## src/hw/agcs_map.vh

```
// Register offsets, field positions, reset values and decode constants
`ifndef AGCS_MAP_VH
`define AGCS_MAP_VH

// Register offsets on the serial register port
`define AGCS_ADDR_W              6
`define AGCS_OFS_CEIL_SETPOINT   6'h1b
`define AGCS_OFS_ORDER_THRESH    6'h1c

// Gain ceiling and setpoint register fields
`define AGCS_DIG_CEIL_HI         7
`define AGCS_DIG_CEIL_LO         6
`define AGCS_FRONT_CEIL_HI       5
`define AGCS_FRONT_CEIL_LO       3
`define AGCS_SETPOINT_HI         2
`define AGCS_SETPOINT_LO         0

// Gain order and carrier threshold register fields
`define AGCS_UNUSED_BIT          7
`define AGCS_ORDER_BIT           6
`define AGCS_REL_THR_HI          5
`define AGCS_REL_THR_LO          4
`define AGCS_ABS_THR_HI          3
`define AGCS_ABS_THR_LO          0

// Reset values
`define AGCS_RST_DIG_CEIL        2'h0
`define AGCS_RST_FRONT_CEIL      3'h0
`define AGCS_RST_SETPOINT        3'h3
`define AGCS_RST_ORDER           1'h1
`define AGCS_RST_REL_THR         2'h0
`define AGCS_RST_ABS_THR         4'h0
`define AGCS_RST_SETPOINT_DB     6'h21
`define AGCS_RST_ABS_THR_DB      9'h021

// Digital gain step range and absolute threshold disable code
`define AGCS_DIG_TOP_STEP        3'h7
`define AGCS_ABS_THR_OFF         4'h8

// Threshold ceiling in dB; no signed RSSI sample can reach it
`define AGCS_THR_CEIL_DB         9'h0ff

// Relative rise thresholds in dB
`define AGCS_REL_RISE_1          9'h006
`define AGCS_REL_RISE_2          9'h00a
`define AGCS_REL_RISE_3          9'h00e

`endif

```

## src/hw/agcs_carrier_sense.v

```verilog
// Carrier sense detector: absolute and relative threshold compare
`timescale 1ns/1ps
`include "agcs_map.vh"

module agcs_carrier_sense (
    // Clock, reset, enable
    input  wire                 i_clk_sys,
    input  wire                 i_rst,
    input  wire                 i_ce,
    // Signal strength sample
    input  wire                 i_rssi_valid,
    input  wire signed [7:0]    i_rssi_db,
    // Thresholds from the configuration
    input  wire                 i_abs_enable,
    input  wire signed [8:0]    i_abs_thr_db,
    input  wire [1:0]           i_rel_code,
    // Detector results
    output reg                  o_cs_abs,
    output reg                  o_cs_rel
);

    reg signed [7:0]  base_q;
    reg signed [8:0]  rise;
    reg [8:0]         rel_thr;
    reg               rel_hit;

    always @* begin
        rise = {i_rssi_db[7], i_rssi_db} - {base_q[7], base_q};
        case (i_rel_code)
            2'h1:    rel_thr = `AGCS_REL_RISE_1;
            2'h2:    rel_thr = `AGCS_REL_RISE_2;
            default: rel_thr = `AGCS_REL_RISE_3;
        endcase
        rel_hit = (i_rel_code != 2'h0) && (rise >= $signed(rel_thr));
    end

    always @(posedge i_clk_sys or posedge i_rst) begin
        if (i_rst) begin
            base_q   <= 8'sh00;
            o_cs_abs <= 1'b0;
            o_cs_rel <= 1'b0;
        end else if (i_ce) begin
            if (!i_abs_enable) begin
                o_cs_abs <= 1'b0;
            end else if (i_rssi_valid) begin
                o_cs_abs <= ($signed({i_rssi_db[7], i_rssi_db}) >= i_abs_thr_db);
            end
            if (i_rel_code == 2'h0) begin
                o_cs_rel <= 1'b0;
                if (i_rssi_valid) begin
                    base_q <= i_rssi_db;
                end
            end else if (i_rssi_valid) begin
                o_cs_rel <= rel_hit;
                // Baseline frozen while a rise is held, so it is not chased away
                if (!rel_hit) begin
                    base_q <= i_rssi_db;
                end
            end
        end
    end

endmodule

```

## src/hw/agcs_top.v

```verilog
// Gain control and carrier sense configuration registers with decode
`timescale 1ns/1ps
`include "agcs_map.vh"

module agcs_top (
    // Clock, reset, enable
    input  wire                         i_clk_sys,
    input  wire                         i_rst,
    input  wire                         i_ce,
    // Serial register port access
    input  wire [`AGCS_ADDR_W-1:0]      i_reg_addr,
    input  wire                         i_reg_wr,
    input  wire                         i_reg_rd,
    input  wire [7:0]                   i_reg_wdata,
    output reg  [7:0]                   o_reg_rdata,
    // Gain control status
    input  wire                         i_rssi_valid,
    input  wire signed [7:0]            i_rssi_db,
    input  wire [7:0]                   i_gain_reduce_db,
    // Gain control settings
    output reg  [2:0]                   o_digital_gain_top_step,
    output reg  [7:0]                   o_front_amp_cut_tenth_db,
    output reg  [5:0]                   o_amplitude_setpoint_db,
    output reg                          o_reduce_first_amp_first,
    // Carrier sense
    output wire                         o_carrier_sense,
    output wire                         o_cs_absolute,
    output wire                         o_cs_relative
);

    // Configuration fields
    reg [1:0]           digital_gain_ceiling_q;
    reg [2:0]           front_amp_gain_ceiling_q;
    reg [2:0]           amplitude_setpoint_q;
    reg                 gain_reduction_order_q;
    reg [1:0]           carrier_relative_threshold_q;
    reg [3:0]           carrier_absolute_threshold_q;

    // Decode helpers
    reg [7:0]           cut_d;
    reg [5:0]           setpoint_d;
    reg [7:0]           rdata_d;
    reg signed [8:0]    abs_thr_q;
    reg                 abs_en_q;
    reg [9:0]           thr_sum_d;
    reg [8:0]           thr_clamp_d;

    wire                wr_ceil  = i_reg_wr && (i_reg_addr == `AGCS_OFS_CEIL_SETPOINT);
    wire                wr_order = i_reg_wr && (i_reg_addr == `AGCS_OFS_ORDER_THRESH);

    // Register writes
    always @(posedge i_clk_sys or posedge i_rst) begin
        if (i_rst) begin
            digital_gain_ceiling_q       <= `AGCS_RST_DIG_CEIL;
            front_amp_gain_ceiling_q     <= `AGCS_RST_FRONT_CEIL;
            amplitude_setpoint_q         <= `AGCS_RST_SETPOINT;
            gain_reduction_order_q       <= `AGCS_RST_ORDER;
            carrier_relative_threshold_q <= `AGCS_RST_REL_THR;
            carrier_absolute_threshold_q <= `AGCS_RST_ABS_THR;
        end else if (i_ce) begin
            if (wr_ceil) begin
                digital_gain_ceiling_q   <= i_reg_wdata[`AGCS_DIG_CEIL_HI:`AGCS_DIG_CEIL_LO];
                front_amp_gain_ceiling_q <=
                    i_reg_wdata[`AGCS_FRONT_CEIL_HI:`AGCS_FRONT_CEIL_LO];
                amplitude_setpoint_q     <= i_reg_wdata[`AGCS_SETPOINT_HI:`AGCS_SETPOINT_LO];
            end
            // Unused top bit has no storage, so a write to it is simply dropped
            if (wr_order) begin
                gain_reduction_order_q       <= i_reg_wdata[`AGCS_ORDER_BIT];
                carrier_relative_threshold_q <=
                    i_reg_wdata[`AGCS_REL_THR_HI:`AGCS_REL_THR_LO];
                carrier_absolute_threshold_q <=
                    i_reg_wdata[`AGCS_ABS_THR_HI:`AGCS_ABS_THR_LO];
            end
        end
    end

    // Read data mux
    always @* begin
        case (i_reg_addr)
            `AGCS_OFS_CEIL_SETPOINT: begin
                rdata_d = {digital_gain_ceiling_q, front_amp_gain_ceiling_q,
                           amplitude_setpoint_q};
            end
            `AGCS_OFS_ORDER_THRESH: begin
                rdata_d = {1'b0, gain_reduction_order_q,
                           carrier_relative_threshold_q, carrier_absolute_threshold_q};
            end
            default: begin
                rdata_d = 8'h00;
            end
        endcase
    end

    always @(posedge i_clk_sys or posedge i_rst) begin
        if (i_rst) begin
            o_reg_rdata <= 8'h00;
        end else if (i_ce && i_reg_rd) begin
            o_reg_rdata <= rdata_d;
        end
    end

    // Front amp ceiling in tenths of a dB below full gain
    always @* begin
        case (front_amp_gain_ceiling_q)
            3'h0:    cut_d = 8'h00;
            3'h1:    cut_d = 8'h1a;
            3'h2:    cut_d = 8'h3d;
            3'h3:    cut_d = 8'h4a;
            3'h4:    cut_d = 8'h5c;
            3'h5:    cut_d = 8'h73;
            3'h6:    cut_d = 8'h92;
            3'h7:    cut_d = 8'hab;
            default: cut_d = 8'h00;
        endcase
    end

    // Averaged amplitude target in dB
    always @* begin
        case (amplitude_setpoint_q)
            3'h0:    setpoint_d = 6'h18;
            3'h1:    setpoint_d = 6'h1b;
            3'h2:    setpoint_d = 6'h1e;
            3'h3:    setpoint_d = 6'h21;
            3'h4:    setpoint_d = 6'h24;
            3'h5:    setpoint_d = 6'h26;
            3'h6:    setpoint_d = 6'h28;
            3'h7:    setpoint_d = 6'h2a;
            default: setpoint_d = 6'h21;
        endcase
    end

    // Registered decodes; one cycle after a write the gain loop sees new limits
    always @(posedge i_clk_sys or posedge i_rst) begin
        if (i_rst) begin
            o_digital_gain_top_step  <= `AGCS_DIG_TOP_STEP;
            o_front_amp_cut_tenth_db <= 8'h00;
            o_amplitude_setpoint_db  <= `AGCS_RST_SETPOINT_DB;
            o_reduce_first_amp_first <= 1'b1;
        end else if (i_ce) begin
            o_digital_gain_top_step  <= `AGCS_DIG_TOP_STEP - {1'b0, digital_gain_ceiling_q};
            o_front_amp_cut_tenth_db <= cut_d;
            o_amplitude_setpoint_db  <= setpoint_d;
            o_reduce_first_amp_first <= gain_reduction_order_q;
        end
    end

    // Sum one bit wider than the compare, so a deep gain cut cannot wrap negative
    always @* begin
        thr_sum_d = {4'h0, setpoint_d}
                  + {{6{carrier_absolute_threshold_q[3]}}, carrier_absolute_threshold_q}
                  + {2'b00, i_gain_reduce_db};
        if (thr_sum_d[9:8] != 2'b00) begin
            thr_clamp_d = `AGCS_THR_CEIL_DB;
        end else begin
            thr_clamp_d = thr_sum_d[8:0];
        end
    end

    // Absolute carrier threshold and enable lag the fields by one edge, like the gain decodes; the relative code does not
    always @(posedge i_clk_sys or posedge i_rst) begin
        if (i_rst) begin
            abs_thr_q <= `AGCS_RST_ABS_THR_DB;
            abs_en_q  <= 1'b1;
        end else if (i_ce) begin
            abs_en_q  <= (carrier_absolute_threshold_q != `AGCS_ABS_THR_OFF);
            // RSSI carries the gain cut, so the threshold moves up by it
            abs_thr_q <= $signed(thr_clamp_d);
        end
    end

    agcs_carrier_sense u_cs (
        .i_clk_sys    (i_clk_sys),
        .i_rst        (i_rst),
        .i_ce         (i_ce),
        .i_rssi_valid (i_rssi_valid),
        .i_rssi_db    (i_rssi_db),
        .i_abs_enable (abs_en_q),
        .i_abs_thr_db (abs_thr_q),
        .i_rel_code   (carrier_relative_threshold_q),
        .o_cs_abs     (o_cs_absolute),
        .o_cs_rel     (o_cs_relative)
    );

    assign o_carrier_sense = o_cs_absolute | o_cs_relative;

endmodule
```

## config.mk

```make
export PLATFORM = sky130hd
export DESIGN_NAME = agcs_top
export DESIGN_NICKNAME = d
export VERILOG_FILES = /design/src/hw/agcs_carrier_sense.v /design/src/hw/agcs_top.v
export VERILOG_INCLUDE_DIRS = /design/src /design/src/hw
export SDC_FILE = /design/constraint.sdc
export NUM_CORES = 1
export LEC_CHECK = 0
export ABC_CLOCK_PERIOD_IN_PS = 4850
export BUFFER_PORTS_ARGS = -buffer_cell sky130_fd_sc_hd__buf_4
export CAP_MARGIN = 25
export CORE_ASPECT_RATIO = 1.75
export CORE_MARGIN = 2
export CORE_UTILIZATION = 50
export DETAILED_ROUTE_END_ITERATION = 8
export PLACE_DENSITY = 0.72
export REMOVE_ABC_BUFFERS = 1
export SYNTH_ARGS = -nofsm -noshare
export SYNTH_HDL_FRONTEND = slang
export SYNTH_HIERARCHICAL = 1
export SYNTH_SLANG_ARGS = --single-unit
```

## constraint.sdc

```tcl
create_clock -name i_clk_sys -period 4.85 [get_ports i_clk_sys]
set_input_delay 0.485 -clock i_clk_sys [delete_from_list [all_inputs] [get_ports i_clk_sys]]
set_output_delay 0.485 -clock i_clk_sys [all_outputs]
set_load 0.005 [all_outputs]
```

After elaboration in Yosys (flattened, before gate mapping)
Memory sizes are Yosys's and may differ from the RTL's. A register that Yosys moved wholly into a read port is not among the register bits. Cells that the tools add are included.

Reduce and logical (&&, ||, !) cells: 13. Add/sub/neg operators: 4. Bitwise gates (word level): 1. Order comparisons: 2. Mux-type cells: 11. Eq/ne operators: 7.

Operator list (number): two-way mux 8 bit (4); case mux 8 bit (2 select lines) (1); == test 6 x 5 -> 1 bit (second input constant) (2); adder 8 x 9 -> 10 bit (1); >= comparator 8 x 9 -> 1 bit (1); >= comparator 9 x 5 -> 1 bit (1); two-way mux 9 bit (1); subtractor 8 x 8 -> 9 bit (1); adder 7 x 4 -> 8 bit (1); case mux 4 bit (2 select lines) (1); AND reduction 2 bit (4); nonzero test 2 bit (3); logical AND 1 bit (4); two-way mux 1 bit (4); inequality test 2 bit (second input constant) (2); inequality test 4 bit (second input constant) (1); AND reduction 3 bit (1); subtractor 3 x 2 -> 3 bit (first input constant) (1); == test 2 x 1 -> 1 bit (second input constant) (1); == test 2 bit (second input constant) (1); zero test 2 bit (1); bitwise OR 1 bit (1).

Word-level logic and storage cells: 55. Output and inout port bits: 29. Memories kept: 2. Register bits: 53. Input bits: 36. Bits in read-only memories: 112.

Memories: (name not given) (depth 8, width 8, rd ports 1, clocked after memory_dff 1, write ports 0, line agcs_top.v:105) `case (front_amp_gain_ceiling_q)`; (name not given) (depth 8, width 6, rd ports 1, clocked after memory_dff 0, write ports 0, line agcs_top.v:120) `case (amplitude_setpoint_q)`.

Logic depth before layout (Yosys ltp)
Gate-level depths: netlist of run 1.

Word-level depth: 7. Depth in mapped cells: 13. Gate-level depth less buffers: 13.

Hierarchy
The synthesis of run 1 kept the hierarchy.

Modules (own cells, without submodules): agcs_top (seq. area each 1239.9 um^2, cells an instance 257, area each 2718.9 um^2, times used 1); agcs_carrier_sense (seq. area each 250.2 um^2, cells an instance 115, area each 1056.0 um^2, times used 1).

Worst setup path before layout of run 1
Ideal clock, no wire load.

Kind: register to register. From: reg amplitude_setpoint_q[0]. To: reg abs_thr_q[3]. Buffers on the path: 0. Arrival: 3275 ps. Cell stages (with the launch flop): 14. Setup slack: 1434 ps. Cell sequence: dfstp_2 inv_1 ha_1 mux2_2 fa_1 inv_1 ha_1 inv_1 fa_1 or2b_2 a21oi_2 o2111ai_1 a32oi_4 a31oi_1.

Longest elaborated chain between the ends: 5.

Ends and longest elaborated chain: start, declared (line agcs_top.v:34) `reg [2:0] amplitude_setpoint_q;`; start signal, assigned (line agcs_top.v:56) `` amplitude_setpoint_q <= `AGCS_RST_SETPOINT; ``; start signal, assigned (line agcs_top.v:65) `` amplitude_setpoint_q <= i_reg_wdata[`AGCS_SETPOINT_HI:`AGCS_SETPOINT_LO]; ``; memory (8 x 6 bit) *; adder 7 x 4 -> 8 bit * (line agcs_top.v:151) `+ {{6{carrier_absolute_threshold_q[3]}}, carrier_absolute_threshold_q}`; adder 8 x 9 -> 10 bit * (line agcs_top.v:152) `+ {2'b00, i_gain_reduce_db};`; nonzero test 2 bit (line agcs_top.v:153) `if (thr_sum_d[9:8] != 2'b00) begin`; two-way mux 9 bit * (line agcs_top.v:153); end signal, assigned (line agcs_top.v:163) `` abs_thr_q <= `AGCS_RST_ABS_THR_DB; ``; end signal, assigned (line agcs_top.v:168) `abs_thr_q <= $signed(thr_clamp_d);`; end, declared (line agcs_top.v:43) `reg signed [8:0] abs_thr_q;`.

Every way passes the cells marked *; elsewhere a longest branch is shown, timed or not. A chain may end at the register's enable or synchronous reset.

Worst setup path in the final report of run 1
From: reg amplitude_setpoint_q[0]. To: reg abs_thr_q[7].

Same word-level chain as after synthesis.

==> flow_summary.html, run 1 <==
<table>
<tr><th>Metric</th><th>Value</th></tr>
<tr><th colspan="2">Placement</th></tr>
<tr><td>Port bufs</td><td>63</td></tr>
<tr><td>Post-Place Worst Slack</td><td>roughly 1.1 ns</td></tr>
<tr><td>HPWL after detailed placement</td><td>approximately 6000 µm</td></tr>
<tr><td>Last weighted congestion value of the routability-driven placer</td><td>just under 0.9</td></tr>
<tr><td>Placed inst area</td><td>4300 µm²</td></tr>
<tr><td>Cell Count Post-Placement</td><td>around 510</td></tr>
<tr><th colspan="2">Worst setup path</th></tr>
<tr><td>CP Data Arrival Time</td><td>3.93 ns</td></tr>
<tr><td>Critical Path RT</td><td>approximately 5 ns</td></tr>
<tr><td>Maximum fanout count along the critical path</td><td>8</td></tr>
<tr><td>Start-to-end type of the worst setup path</td><td>flop to flop</td></tr>
<tr><td>Kind of end point of the critical path</td><td>flop</td></tr>
<tr><td>Startpoint types</td><td>flop</td></tr>
<tr><th colspan="2">Floorplan</th></tr>
<tr><td>I/O pins</td><td>65</td></tr>
<tr><td>Total die area</td><td>roughly 8300 µm²</td></tr>
<tr><td>Standard cell core area</td><td>roughly 7300 µm²</td></tr>
<tr><td>Die X</td><td>69.7 µm</td></tr>
<tr><td>Number of standard-cell rows in the floorplan</td><td>41</td></tr>
<tr><td>Vertical extent of the die</td><td>between 100 and 150 µm</td></tr>
<tr><td>Initial core utilization</td><td>0.518</td></tr>
<tr><th colspan="2">Timing</th></tr>
<tr><td>Count of endpoints failing hold in the final timing report</td><td>0</td></tr>
<tr><td>Unrepaired setup endpoints after global routing</td><td>false</td></tr>
<tr><td>Fraction of the cycle the final worst path needs</td><td>0.775</td></tr>
<tr><td>Final setup fails</td><td>0</td></tr>
<tr><td>Pins over their slew limit</td><td>0</td></tr>
<tr><td>Minimum setup slack in the final design</td><td>approximately 1.1 ns</td></tr>
<tr><td>Tightest Pin Transition</td><td>approximately 0.64 ns</td></tr>
<tr><td>Peak Freq</td><td>between 200 and 300 MHz</td></tr>
<tr><td>Setup TNS</td><td>0 ns</td></tr>
<tr><td>Headroom to the max-slew limit</td><td>0.573</td></tr>
<tr><td>Final Critical Period</td><td>3.76 ns</td></tr>
<tr><td>Worst setup skew after layout</td><td>roughly 0.0042 ns</td></tr>
<tr><th colspan="2">Clocking</th></tr>
<tr><td>Latest clock arrival within the worst-skew pair</td><td>about 0.33 ns</td></tr>
<tr><td>Root buffer cell</td><td>sky130_fd_sc_hd__clkbuf_16</td></tr>
<tr><td>H-tree depth</td><td>3</td></tr>
<tr><td>CTS Sinks</td><td>59</td></tr>
<tr><td>TritonCTS buffer count</td><td>9</td></tr>
<tr><td>Clk slew on worst S/H paths</td><td>0.05 ns</td></tr>
<tr><td>Post-CTS sizing</td><td>0</td></tr>
<tr><td>Buffers inserted by post-CTS timing repair</td><td>0</td></tr>
<tr><td>Clock tree from TritonCTS</td><td>yes</td></tr>
<tr><td>Buffer levels on the longest clock path</td><td>2</td></tr>
<tr><td>Post-CTS Hold Fix Bufs</td><td>0</td></tr>
<tr><th colspan="2">Synth</th></tr>
<tr><td>Seq/Total Area, Yosys</td><td>0.395</td></tr>
<tr><td>Top cells by count, synth</td><td>48 x sky130_fd_sc_hd__dfrtp_1, 48 x sky130_fd_sc_hd__inv_1, 37 x sky130_fd_sc_hd__ha_1</td></tr>
<tr><td>Post-synth EDFFs</td><td>0</td></tr>
<tr><td>Cells taking the most area after synthesis</td><td>sky130_fd_sc_hd__dfrtp_1 32%, sky130_fd_sc_hd__ha_1 12%, sky130_fd_sc_hd__dfstp_2 7.7%</td></tr>
<tr><td>Synth Warn #</td><td>6</td></tr>
<tr><td>Proportion of netlist area held by the largest area contributor</td><td>0.318</td></tr>
<tr><td>Mapped Area</td><td>about 3800 µm²</td></tr>
<tr><td>Async SR Flop Fraction</td><td>1.00</td></tr>
<tr><td>Number of distinct library cells after synthesis</td><td>between 50 and 60</td></tr>
<tr><td>Average size of a mapped cell</td><td>10.1 µm²</td></tr>
<tr><td>Cells after Synth</td><td>~370</td></tr>
<tr><td>Library cell with the largest summed area after synthesis</td><td>sky130_fd_sc_hd__dfrtp_1</td></tr>
<tr><td>Count of state elements after synthesis</td><td>59</td></tr>
<tr><td>Top FF cell, synth</td><td>sky130_fd_sc_hd__dfrtp_1</td></tr>
<tr><th colspan="2">Drt</th></tr>
<tr><td>Detail Route Antenna Nets</td><td>0</td></tr>
<tr><td>Average routed wire per standard cell</td><td>15.3 µm</td></tr>
<tr><td>Length of the first detailed-routing pass in iterations</td><td>4</td></tr>
<tr><td>Final Routed Wirelength</td><td>approximately 8000 µm</td></tr>
<tr><td>Routed vias/inst</td><td>roughly 5.4</td></tr>
<tr><td>First DRT Iteration DRCs</td><td>86</td></tr>
<tr><td>Via count</td><td>approximately 2.9k</td></tr>
<tr><td>Total DRC errors in the routed layout</td><td>0</td></tr>
<tr><th colspan="2">Worst hold path</th></tr>
<tr><td>Worst hold-check path type</td><td>input port to async pin</td></tr>
<tr><th colspan="2">Final layout</th></tr>
<tr><td>Fraction of layout cells with a size suffix above 1</td><td>0.297</td></tr>
<tr><td>Net count of the finished layout</td><td>517</td></tr>
<tr><td>Area overhead of the layout relative to synthesis</td><td>22.7%</td></tr>
<tr><td>Design area</td><td>~4600 µm²</td></tr>
<tr><td>Number of cells in the finished layout apart from fillers</td><td>approximately 530</td></tr>
<tr><td>Number of antenna cells inserted</td><td>0</td></tr>
<tr><th colspan="2">Global route</th></tr>
<tr><td>Initial antenna violation count</td><td>0</td></tr>
<tr><td>Pin count of the biggest net entering global routing</td><td>50</td></tr>
<tr><td>Grt total ovfl</td><td>0</td></tr>
<tr><td>Via count of the first global-routing pass</td><td>3,011</td></tr>
<tr><td>First-pass GRT wire length</td><td>between 10,000 and 15,000 µm</td></tr>
<tr><td>Global-route usage over all layers</td><td>0.204</td></tr>
<tr><th colspan="2">Power and ir drop</th></tr>
<tr><td>Leakage</td><td>around 2.3 nW</td></tr>
<tr><td>Peak supply drop</td><td>roughly 0.27 mV</td></tr>
<tr><td>Pwr Density</td><td>approximately 450 nW/µm²</td></tr>
<tr><th colspan="2">Job</th></tr>
<tr><td>Max Cap Violations</td><td>0</td></tr>
<tr><th colspan="2">Run status</th></tr>
<tr><td>Run status</td><td>complete, no violations</td></tr>
</table>
per-layer routing:
metal | up-vias | GRT usage | wire [µm]
met5 | - | 0 | 0
met4 | 0 | 0.0974 | 225
met3 | 18 | 0.0347 | 252
met2 | 60 | 0.376 | 4430
met1 | 1362 | 0.222 | 3140
li1 | 1425 | - | -
placed cells by master, fill, tap and decap left out, drive strengths merged, types with 3 or more instances in the layout:
cell     Yosys  routed
a31oi        8       8
nand2       23      23
ha          37      37
dfrtp       48      48
dfstp       11      11
nor2        29      29
nor3         4       4
nor2b        6       6
mux2        23      23
xor2         5       5
a21o         6       6
a21oi       22      22
clkbuf       5      12
o2111ai      3       3
o21ai       26      26
a22oi        9       9
mux2i        6       6
and3         3       3
inv         48      48
fa           8       8
buf          6      64
cells by family after synthesis:
logic type,count (synthesis),share of synthesized area
xor gates and xnor gates,7,0.0162
and+or+nand+nor,82,0.113
adders and majority gates,45,0.165
DFF,59,0.395
other,1,0.000993
buffers and inverters,59,0.0636
AOI/OAI and AO/OA,90,0.160
muxes,29,0.0855
worst paths after layout:
path / start / to / slack, ns / cells after the start
setup / recovery: amplitude_setpoint_q[0] / abs_thr_q[7] / 1.09 / 13
hold / removal: i_rst / u_cs/base_q[0] / 0.15 / 2
setup reg to reg: amplitude_setpoint_q[0] / abs_thr_q[7] / 1.09 / 13
hold reg to reg: digital_gain_ceiling_q[1] / o_digital_gain_top_step[1] / 0.46 / 1
max in group asynchronous: i_rst / o_reg_rdata[7] / 4.10 / 3
min in group i_clk_sys: i_reg_wdata[1] / carrier_absolute_threshold_q[1] / 0.37 / 3
final cells by class:
type / instances / area [µm²]
clock buffer: 12 / 256
clock inverter: 4 / 72.6
fill: 625 / 2650
inverter: 48 / 180
multi-input combinational: 254 / 2040
sequential: 59 / 1490
tap: 86 / 108
timing repair buffer: 64 / 480
through the flow:
| stage | total power [mW] | hold slack (ns) | utilization |
|---|---|---|---|
| floorplan | 1.17 | 0.325 | - |
| global placement | 1.35 | 0.425 | 0.591 |
| detailed placement | 1.38 | 0.441 | 0.591 |
| CTS | 2.08 | 0.152 | 0.636 |
| global route | 2.20 | 0.185 | 0.636 |
| finish | 2.07 | 0.150 | 0.636 |
registers in the layout, summed over array words and instances (netlist names):
signal and count:
carrier_absolute_threshold_q 4, digital_gain_ceiling_q 2, abs_en_q 1, o_amplitude_setpoint_db 6, o_reg_rdata 8, o_reduce_first_amp_first 1, u_cs/o_cs_rel 1, o_digital_gain_top_step 2
gain_reduction_order_q 1, u_cs/o_cs_abs 1, front_amp_gain_ceiling_q 3, abs_thr_q 9, amplitude_setpoint_q 3, o_front_amp_cut_tenth_db 7, carrier_relative_threshold_q 2, u_cs/base_q 8
worst max-delay path, stage by stage, from the launching register on:
cell                        delay, ns
sky130_fd_sc_hd__dfstp_2         0.56
sky130_fd_sc_hd__inv_1           0.08
sky130_fd_sc_hd__ha_1            0.29
sky130_fd_sc_hd__mux2_2          0.28
sky130_fd_sc_hd__fa_1            0.43
sky130_fd_sc_hd__inv_1           0.07
sky130_fd_sc_hd__ha_1            0.19
sky130_fd_sc_hd__inv_1           0.07
sky130_fd_sc_hd__fa_1            0.41
sky130_fd_sc_hd__or2b_2          0.33
sky130_fd_sc_hd__a21oi_2         0.17
sky130_fd_sc_hd__o2111ai_1       0.21
sky130_fd_sc_hd__a32oi_4         0.36
sky130_fd_sc_hd__a31oi_1         0.14
where the power goes:
group | total, mW | leakage [nW] | internal (mW) | switching, mW
clock | 0.692 | 0.159 | 0.476 | 0.216
sequential | 0.661 | 0.690 | 0.598 | 0.0631
combinational | 0.715 | 1.44 | 0.342 | 0.373
total | 2.07 | 2.28 | 1.42 | 0.652
Power figures use the tool's default switching activity.
==> run 2, diff against run 1 <==
- ABC_CLOCK_PERIOD_IN_PS: 4850 -> 3500
- clock period: 4.85 -> 3.5 ns (I/O delays scaled with it)
==> flow_summary.html, run 2 (synthesis gave the netlist of run 1 again) <==
<table>
<tr><th>Metric</th><th>Value</th></tr>
<tr><th colspan="2">Run status</th></tr>
<tr><td>Run status</td><td>complete, no violations</td></tr>
<tr><th colspan="2">Placement</th></tr>
<tr><td>HPWL after detailed placement</td><td>6060 µm (+0.63%)</td></tr>
<tr><td>Port bufs</td><td>63 (unchanged)</td></tr>
<tr><td>Post-Place Worst Slack</td><td>-0.0416 ns (-1.17 ns)</td></tr>
<tr><td>Placed inst area</td><td>4340 µm² (+0.87%)</td></tr>
<tr><td>Last weighted congestion value of the routability-driven placer</td><td>0.847 (-2.4%)</td></tr>
<tr><th colspan="2">Drt</th></tr>
<tr><td>Final Routed Wirelength</td><td>8260 µm (+2.7%)</td></tr>
<tr><td>First DRT Iteration DRCs</td><td>101 (+17%)</td></tr>
<tr><td>Via count</td><td>2,924 (+2.1%)</td></tr>
<tr><td>Length of the first detailed-routing pass in iterations</td><td>4 (unchanged)</td></tr>
<tr><td>Routed vias/inst</td><td>5.47 (+0.53%)</td></tr>
<tr><td>Average routed wire per standard cell</td><td>15.4 µm (+1.1%)</td></tr>
<tr><td>Total DRC errors in the routed layout</td><td>0 (unchanged)</td></tr>
<tr><td>Detail Route Antenna Nets</td><td>0 (unchanged)</td></tr>
<tr><th colspan="2">Floorplan</th></tr>
<tr><td>Number of standard-cell rows in the floorplan</td><td>41 (unchanged)</td></tr>
<tr><td>Total die area</td><td>8290 µm² (unchanged)</td></tr>
<tr><td>I/O pins</td><td>65 (unchanged)</td></tr>
<tr><td>Die X</td><td>69.7 µm (unchanged)</td></tr>
<tr><td>Initial core utilization</td><td>0.518 (unchanged)</td></tr>
<tr><td>Standard cell core area</td><td>7280 µm² (unchanged)</td></tr>
<tr><td>Vertical extent of the die</td><td>119 µm (unchanged)</td></tr>
<tr><th colspan="2">Power and ir drop</th></tr>
<tr><td>Peak supply drop</td><td>0.392 mV (+44%)</td></tr>
<tr><td>Pwr Density</td><td>599 nW/µm² (+34%)</td></tr>
<tr><td>Leakage</td><td>2.31 nW (+1.2%)</td></tr>
<tr><th colspan="2">Final layout</th></tr>
<tr><td>Number of antenna cells inserted</td><td>0 (unchanged)</td></tr>
<tr><td>Area of combinational cells with multiple inputs</td><td>2080 µm² (+1.8%)</td></tr>
<tr><td>Fraction of layout cells with a size suffix above 1</td><td>0.321 (+0.0237)</td></tr>
<tr><td>Most used cells in the layout excluding fill and tap cells</td><td>70 x sky130_fd_sc_hd__buf_4, 48 x sky130_fd_sc_hd__dfrtp_1, 45 x sky130_fd_sc_hd__inv_1</td></tr>
<tr><td>Number of flip-flops in the largest register</td><td>9 (unchanged)</td></tr>
<tr><td>Leading cell type in the layout, fill and taps excluded</td><td>sky130_fd_sc_hd__buf_4</td></tr>
<tr><td>Storage cell area</td><td>1490 µm² (unchanged)</td></tr>
<tr><td>Area overhead of the layout relative to synthesis</td><td>25.1%</td></tr>
<tr><td>Fill cell total of the finished layout</td><td>606 (-3.0%)</td></tr>
<tr><td>Net count of the finished layout</td><td>525 (+1.5%)</td></tr>
<tr><td>Register name with the most flops</td><td>abs_thr_q</td></tr>
<tr><td>Biggest regs</td><td>abs_thr_q x9, o_reg_rdata x8, u_cs/base_q x8</td></tr>
<tr><td>Design area</td><td>4720 µm² (+1.9%)</td></tr>
<tr><th colspan="2">Timing</th></tr>
<tr><td>Pins over their slew limit</td><td>0 (unchanged)</td></tr>
<tr><td>Post-route worst hold slack</td><td>0.235 ns (+0.0857 ns)</td></tr>
<tr><td>Setup TNS</td><td>0 ns (unchanged)</td></tr>
<tr><td>Unrepaired setup endpoints after global routing</td><td>false</td></tr>
<tr><td>Final setup fails</td><td>0 (unchanged)</td></tr>
<tr><td>Worst setup skew after layout</td><td>0.00450 ns (+0.000309 ns)</td></tr>
<tr><td>Final Critical Period</td><td>3.39 ns (-0.371 ns)</td></tr>
<tr><td>Count of endpoints failing hold in the final timing report</td><td>0 (unchanged)</td></tr>
<tr><td>Tightest Pin Transition</td><td>0.548 ns (-0.0896 ns)</td></tr>
<tr><td>Headroom to the max-slew limit</td><td>0.633 (+0.0605)</td></tr>
<tr><td>Peak Freq</td><td>295 MHz (+11%)</td></tr>
<tr><td>Fraction of the cycle the final worst path needs</td><td>0.967 (+0.193)</td></tr>
<tr><td>Minimum setup slack in the final design</td><td>0.114 ns (-0.979 ns)</td></tr>
<tr><th colspan="2">Clocking</th></tr>
<tr><td>CTS Sinks</td><td>59 (unchanged)</td></tr>
<tr><td>Latest clock arrival within the worst-skew pair</td><td>0.33 ns (about the same)</td></tr>
<tr><td>H-tree depth</td><td>3 (unchanged)</td></tr>
<tr><td>Root buffer cell</td><td>sky130_fd_sc_hd__clkbuf_16</td></tr>
<tr><td>Buffer levels on the longest clock path</td><td>2 (unchanged)</td></tr>
<tr><td>Clock tree from TritonCTS</td><td>yes</td></tr>
<tr><td>Clk slew on worst S/H paths</td><td>0.05 ns (about the same)</td></tr>
<tr><td>TritonCTS buffer count</td><td>9 (unchanged)</td></tr>
<tr><th colspan="2">Global route</th></tr>
<tr><td>Initial antenna violation count</td><td>0 (unchanged)</td></tr>
<tr><td>Global-route usage over all layers</td><td>0.208 (+0.00480)</td></tr>
<tr><td>Grt total ovfl</td><td>0 (unchanged)</td></tr>
<tr><td>Via count of the first global-routing pass</td><td>2,941 (-2.3%)</td></tr>
<tr><td>First-pass GRT wire length</td><td>13,600 µm (+1.2%)</td></tr>
<tr><td>Pin count of the biggest net entering global routing</td><td>50 (unchanged)</td></tr>
<tr><th colspan="2">Worst setup path</th></tr>
<tr><td>Buffers plus inverters on the worst setup path</td><td>3 (unchanged)</td></tr>
<tr><td>Critical path's most frequent cell</td><td>sky130_fd_sc_hd__inv_2</td></tr>
<tr><td>Critical path, cell by cell</td><td>inv_2 -&gt; ha_4 -&gt; mux2_4 -&gt; fa_1 -&gt; inv_1 -&gt; ha_2 -&gt; inv_2 -&gt; fa_2 -&gt; or2b_4 -&gt; a21oi_4 -&gt; o2111ai_2 -&gt; a32oi_4 -&gt; a31oi_1</td></tr>
<tr><td>Peak per-stage delay on the critical path</td><td>0.54 ns (-0.02 ns)</td></tr>
<tr><td>Start-to-end type of the worst setup path</td><td>flop to flop</td></tr>
<tr><td>Kind of end point of the critical path</td><td>flop</td></tr>
<tr><td>CP Data Arrival Time</td><td>3.56 ns (-0.37 ns)</td></tr>
<tr><td>Critical Path RT</td><td>3.68 ns (-1.35 ns)</td></tr>
<tr><td>CP delay by family, top</td><td>adder cells</td></tr>
<tr><td>Critical Path Slowest Stage Cell</td><td>sky130_fd_sc_hd__dfstp_2</td></tr>
<tr><td>Startpoint types</td><td>flop</td></tr>
<tr><td>Maximum fanout count along the critical path</td><td>8 (unchanged)</td></tr>
<tr><th colspan="2">Job</th></tr>
<tr><td>Max Cap Violations</td><td>0 (unchanged)</td></tr>
<tr><th colspan="2">Worst hold path</th></tr>
<tr><td>Worst hold-check path type</td><td>input port to flop</td></tr>
</table>
run 2: changes by cell type in the layout (fill, tap and decap cells not counted), sizes merged:
| cell | delta |
|---|---|
| clkinvlp | +1 |
| bufinv | -1 |
| buf | +7 |
| dlygate4sd3 | +1 |
run 2: power breakdown:
part	switching, mW	internal [mW]
logic	0.525	0.499
registers	0.0856	0.828
clock network	0.304	0.588
run 2: cell type report:
class	count	share of cell area
Timing Repair Buffer	72	0.118
Clock buffer	12	0.0543
Tap cell	86	0.0228
Sequential cell	59	0.316
Inverter	48	0.0382
Multi-Input combinational cell	254	0.441
Clock inverter	4	0.0106
run 2: metrics by stage:
step                cells  power, mW  utilization
global route          535       3.03        0.648
CTS                   532       2.84        0.640
global placement      516       1.88        0.596
floorplan             361       1.62            -
finish                535       2.83        0.648
detailed placement    516       1.92        0.596
run 2: timing repair:
action	in CTS	in global routing
setup buffers	0	1
endpoints found under the setup margin	6	8
resized for setup	3	6
pin swaps	3	7
hold buffers	0	1
endpoints found under the hold margin	0	4
run 2: worst paths after layout:
kind,from,end,slack (ns),depth (start not counted)
setup reg to reg,amplitude_setpoint_q[0],abs_thr_q[3],0.11,13
min in group asynchronous,i_rst,o_amplitude_setpoint_db[1],0.51,3
hold reg to reg,digital_gain_ceiling_q[1],o_digital_gain_top_step[1],0.46,1
hold / removal,i_reg_wdata[2],carrier_absolute_threshold_q[2],0.24,3
setup / recovery,amplitude_setpoint_q[0],abs_thr_q[3],0.11,13
max in group asynchronous,i_rst,abs_en_q,2.44,4
run 2: tightest hold or removal path, cell delays in order:
cell,delay (ns)
sky130_fd_sc_hd__buf_4,0.09
sky130_fd_sc_hd__nand2_1,0.04
sky130_fd_sc_hd__o21ai_0,0.05
run 2: routing by layer:
layer / up-vias / track usage / part of all wire
met2: 57 / 0.375 / 0.55
met4: 0 / 0.0913 / 0.032
met1: 1412 / 0.231 / 0.38
met3: 23 / 0.0482 / 0.033
li1: 1432 / - / -
met5: - / 0 / 0
==> run 3, diff against run 2 <==
- CORE_ASPECT_RATIO: 1.75 -> 0.75
- CORE_UTILIZATION: 50 -> 45
- PLACE_DENSITY: 0.72 -> 0.66
==> flow_summary.html, run 3 (synthesis gave the netlist of run 1 again) <==
<table>
<tr><th>Metric</th><th>Value</th></tr>
<tr><th colspan="2">Run status</th></tr>
<tr><td>Run status</td><td>complete, no violations</td></tr>
<tr><th colspan="2">Placement</th></tr>
<tr><td>Cell Count Post-Placement</td><td>532 (+3.1%)</td></tr>
<tr><td>Last weighted congestion value of the routability-driven placer</td><td>0.820 (-3.2%)</td></tr>
<tr><td>Port bufs</td><td>63 (unchanged)</td></tr>
<tr><td>HPWL after detailed placement</td><td>6080 µm (+0.18%)</td></tr>
<tr><th colspan="2">Timing</th></tr>
<tr><td>Peak Freq</td><td>299 MHz (+1.2%)</td></tr>
<tr><td>Fraction of the cycle the final worst path needs</td><td>0.956 (-0.0114)</td></tr>
<tr><td>Headroom to the max-slew limit</td><td>0.569 (-0.0641)</td></tr>
<tr><td>Tightest Pin Transition</td><td>0.643 ns (+0.0950 ns)</td></tr>
<tr><td>Count of endpoints failing hold in the final timing report</td><td>0 (unchanged)</td></tr>
<tr><td>Final Critical Period</td><td>3.35 ns (-0.0399 ns)</td></tr>
<tr><td>Final setup fails</td><td>0 (unchanged)</td></tr>
<tr><td>Pins over their slew limit</td><td>0 (unchanged)</td></tr>
<tr><td>Unrepaired setup endpoints after global routing</td><td>false</td></tr>
<tr><td>Setup TNS</td><td>0 ns (unchanged)</td></tr>
<tr><td>Worst setup skew after layout</td><td>0.00605 ns (+0.00155 ns)</td></tr>
<tr><th colspan="2">Clocking</th></tr>
<tr><td>Latest clock arrival within the worst-skew pair</td><td>0.34 ns (about the same)</td></tr>
<tr><td>Root buffer cell</td><td>sky130_fd_sc_hd__clkbuf_8</td></tr>
<tr><td>CTS Sinks</td><td>59 (unchanged)</td></tr>
<tr><td>H-tree depth</td><td>3 (unchanged)</td></tr>
<tr><td>TritonCTS buffer count</td><td>9 (unchanged)</td></tr>
<tr><td>Clk slew on worst S/H paths</td><td>0.07 ns (+0.02 ns)</td></tr>
<tr><td>Buffer levels on the longest clock path</td><td>2 (unchanged)</td></tr>
<tr><td>Clock tree from TritonCTS</td><td>yes</td></tr>
<tr><th colspan="2">Power and ir drop</th></tr>
<tr><td>Peak supply drop</td><td>0.219 mV (-44%)</td></tr>
<tr><td>Sequential group share of total power</td><td>0.361 (+0.038)</td></tr>
<tr><td>Combinational Power Share</td><td>0.397 (+0.035)</td></tr>
<tr><td>Pwr Density</td><td>550 nW/µm² (-8.3%)</td></tr>
<tr><td>Proportion of total power due to net switching</td><td>0.345 (+0.0218)</td></tr>
<tr><td>Leakage</td><td>2.25 nW (-2.6%)</td></tr>
<tr><td>Clk pwr share</td><td>0.242 (-0.073)</td></tr>
<tr><td>Total Power</td><td>2.53 mW (-10%)</td></tr>
<tr><td>Cell Int Power</td><td>1.66 mW (-13%)</td></tr>
<tr><td>Net switching power of the design</td><td>0.875 mW (-4.4%)</td></tr>
<tr><th colspan="2">Drt</th></tr>
<tr><td>First DRT Iteration DRCs</td><td>79 (-22%)</td></tr>
<tr><td>Total DRC errors in the routed layout</td><td>0 (unchanged)</td></tr>
<tr><td>Detail Route Antenna Nets</td><td>0 (unchanged)</td></tr>
<tr><td>Routed vias/inst</td><td>5.24 (-4.1%)</td></tr>
<tr><td>Average routed wire per standard cell</td><td>14.7 µm (-4.8%)</td></tr>
<tr><td>Length of the first detailed-routing pass in iterations</td><td>4 (unchanged)</td></tr>
<tr><td>Final Routed Wirelength</td><td>8090 µm (-2.0%)</td></tr>
<tr><td>Via count</td><td>2,889 (-1.2%)</td></tr>
<tr><th colspan="2">Worst setup path</th></tr>
<tr><td>Critical path, cell by cell</td><td>ha_4 -&gt; mux2_4 -&gt; fa_1 -&gt; inv_1 -&gt; ha_2 -&gt; inv_2 -&gt; fa_2 -&gt; or2b_4 -&gt; a21oi_4 -&gt; o2111ai_2 -&gt; a32oi_4 -&gt; a31oi_1</td></tr>
<tr><td>Startpoint types</td><td>flop</td></tr>
<tr><td>CP Data Arrival Time</td><td>3.54 ns (-0.02 ns)</td></tr>
<tr><td>Critical Path RT</td><td>3.69 ns (about the same)</td></tr>
<tr><td>Peak per-stage delay on the critical path</td><td>0.58 ns (+0.04 ns)</td></tr>
<tr><td>Kind of end point of the critical path</td><td>flop</td></tr>
<tr><td>Critical Path Slowest Stage Cell</td><td>sky130_fd_sc_hd__dfstp_2</td></tr>
<tr><td>Maximum fanout count along the critical path</td><td>8 (unchanged)</td></tr>
<tr><td>Start-to-end type of the worst setup path</td><td>flop to flop</td></tr>
<tr><th colspan="2">Worst hold path</th></tr>
<tr><td>Worst hold-check path type</td><td>input port to flop</td></tr>
<tr><th colspan="2">Final layout</th></tr>
<tr><td>Net count of the finished layout</td><td>522 (-0.57%)</td></tr>
<tr><td>Fraction of layout cells with a size suffix above 1</td><td>0.316 (-0.00457)</td></tr>
<tr><td>Number of cells in the finished layout apart from fillers</td><td>551 (+3.0%)</td></tr>
<tr><td>Number of flip-flops in the largest register</td><td>9 (unchanged)</td></tr>
<tr><td>Area overhead of the layout relative to synthesis</td><td>22.1%</td></tr>
<tr><td>Leading cell type in the layout, fill and taps excluded</td><td>sky130_fd_sc_hd__buf_4</td></tr>
<tr><td>Biggest regs</td><td>abs_thr_q x9, o_reg_rdata x8, u_cs/base_q x8</td></tr>
<tr><td>Register name with the most flops</td><td>abs_thr_q</td></tr>
<tr><td>Most used cells in the layout excluding fill and tap cells</td><td>67 x sky130_fd_sc_hd__buf_4, 48 x sky130_fd_sc_hd__dfrtp_1, 45 x sky130_fd_sc_hd__inv_1</td></tr>
<tr><td>Utilization after layout</td><td>0.575 (-0.0735)</td></tr>
<tr><td>Number of antenna cells inserted</td><td>0 (unchanged)</td></tr>
<tr><th colspan="2">Global route</th></tr>
<tr><td>Initial antenna violation count</td><td>0 (unchanged)</td></tr>
<tr><td>First-pass GRT wire length</td><td>13,800 µm (+1.3%)</td></tr>
<tr><td>Via count of the first global-routing pass</td><td>2,824 (-4.0%)</td></tr>
<tr><td>Grt total ovfl</td><td>0 (unchanged)</td></tr>
<tr><td>Pin count of the biggest net entering global routing</td><td>50 (unchanged)</td></tr>
<tr><td>Global-route usage over all layers</td><td>0.194 (-0.0140)</td></tr>
<tr><th colspan="2">Job</th></tr>
<tr><td>Max Cap Violations</td><td>0 (unchanged)</td></tr>
<tr><th colspan="2">Floorplan</th></tr>
<tr><td>Die X</td><td>110 µm (+58%)</td></tr>
<tr><td>Total die area</td><td>9150 µm² (+10%)</td></tr>
<tr><td>Standard cell core area</td><td>8020 µm² (+10%)</td></tr>
<tr><td>I/O pins</td><td>65 (unchanged)</td></tr>
<tr><td>Initial core utilization</td><td>0.471 (-0.0477)</td></tr>
<tr><td>Vertical extent of the die</td><td>83.3 µm (-30%)</td></tr>
<tr><td>Number of standard-cell rows in the floorplan</td><td>28 (-32%)</td></tr>
</table>
==> run 3: cell types whose count changed in the layout (fill, tap and decap cells not counted), sizes merged <==
cell	before	now
clkbuf	12	11
clkinv	1	3
clkinvlp	2	1
buf	71	68
==> run 3: final timing paths <==
| path | startpoint | to | slack [ns] | cells after the start |
|---|---|---|---|---|
| max in group asynchronous | i_rst | amplitude_setpoint_q[1] | 2.47 | 4 |
| hold / removal | i_reg_wdata[2] | carrier_absolute_threshold_q[2] | 0.22 | 3 |
| setup reg to reg | amplitude_setpoint_q[1] | abs_thr_q[3] | 0.15 | 12 |
| hold reg to reg | digital_gain_ceiling_q[0] | o_digital_gain_top_step[0] | 0.44 | 1 |
| min in group asynchronous | i_rst | abs_thr_q[4] | 0.50 | 3 |
| setup / recovery | amplitude_setpoint_q[1] | abs_thr_q[3] | 0.15 | 12 |
==> run 3: worst max-delay path: cells and delay by family, from the launching register on <==
family,cells,cell delay [ns]
fa+ha+maj,4,1.18
mux,1,0.26
buf+inv,2,0.11
flops,1,0.58
compound gates,4,0.79
simple gates,1,0.28
==> run 3: cell type report <==
cell class / count / area [µm²]
clock buffers: 11 / 141
well taps: 105 / 131
clock inverters: 5 / 52.6
fillers: 733 / 3410
inverters: 48 / 180
repair buffers: 69 / 533
multi-input cells: 254 / 2080
flip-flops and latches: 59 / 1490
==> run 3: stage by stage <==
step                instance area [µm²]  setup WS [ns]  hold WS [ns]
CTS                                4550        0.00223        0.0163
global placement                   4340         0.0450         0.378
finish                             4610          0.154         0.224
floorplan                          3710         0.0883         0.190
detailed placement                 4340        -0.0582         0.390
global route                       4610        0.00600         0.222
==> run 3: metal layers <==
| metal | GRT usage | routed length, µm |
|---|---|---|
| met3 | 0.0573 | 336 |
| met1 | 0.279 | 4000 |
| met5 | 0 | 0 |
| met4 | 0.0380 | 38 |
| met2 | 0.291 | 3720 |
==> run 3: repair_timing <==
action / in CTS / in global routing
hold endpoints to repair: 0 / 4
pin swaps: 3 / 8
setup buffers: 0 / 1
setup endpoints to repair: 8 / 8
hold buffers: 0 / 1
resized for setup: 3 / 6
==> run 3: power by group through the flow <==
stage                     clock network (mW)  registers (mW)  logic, mW
after detailed placement                   0           0.926      0.980
after floorplan                            0           0.907      0.711
after global placement                     0           0.922      0.955
after CTS                              0.634           0.915      0.999
final                                  0.614           0.914       1.01
after global routing                   0.669           0.932       1.15
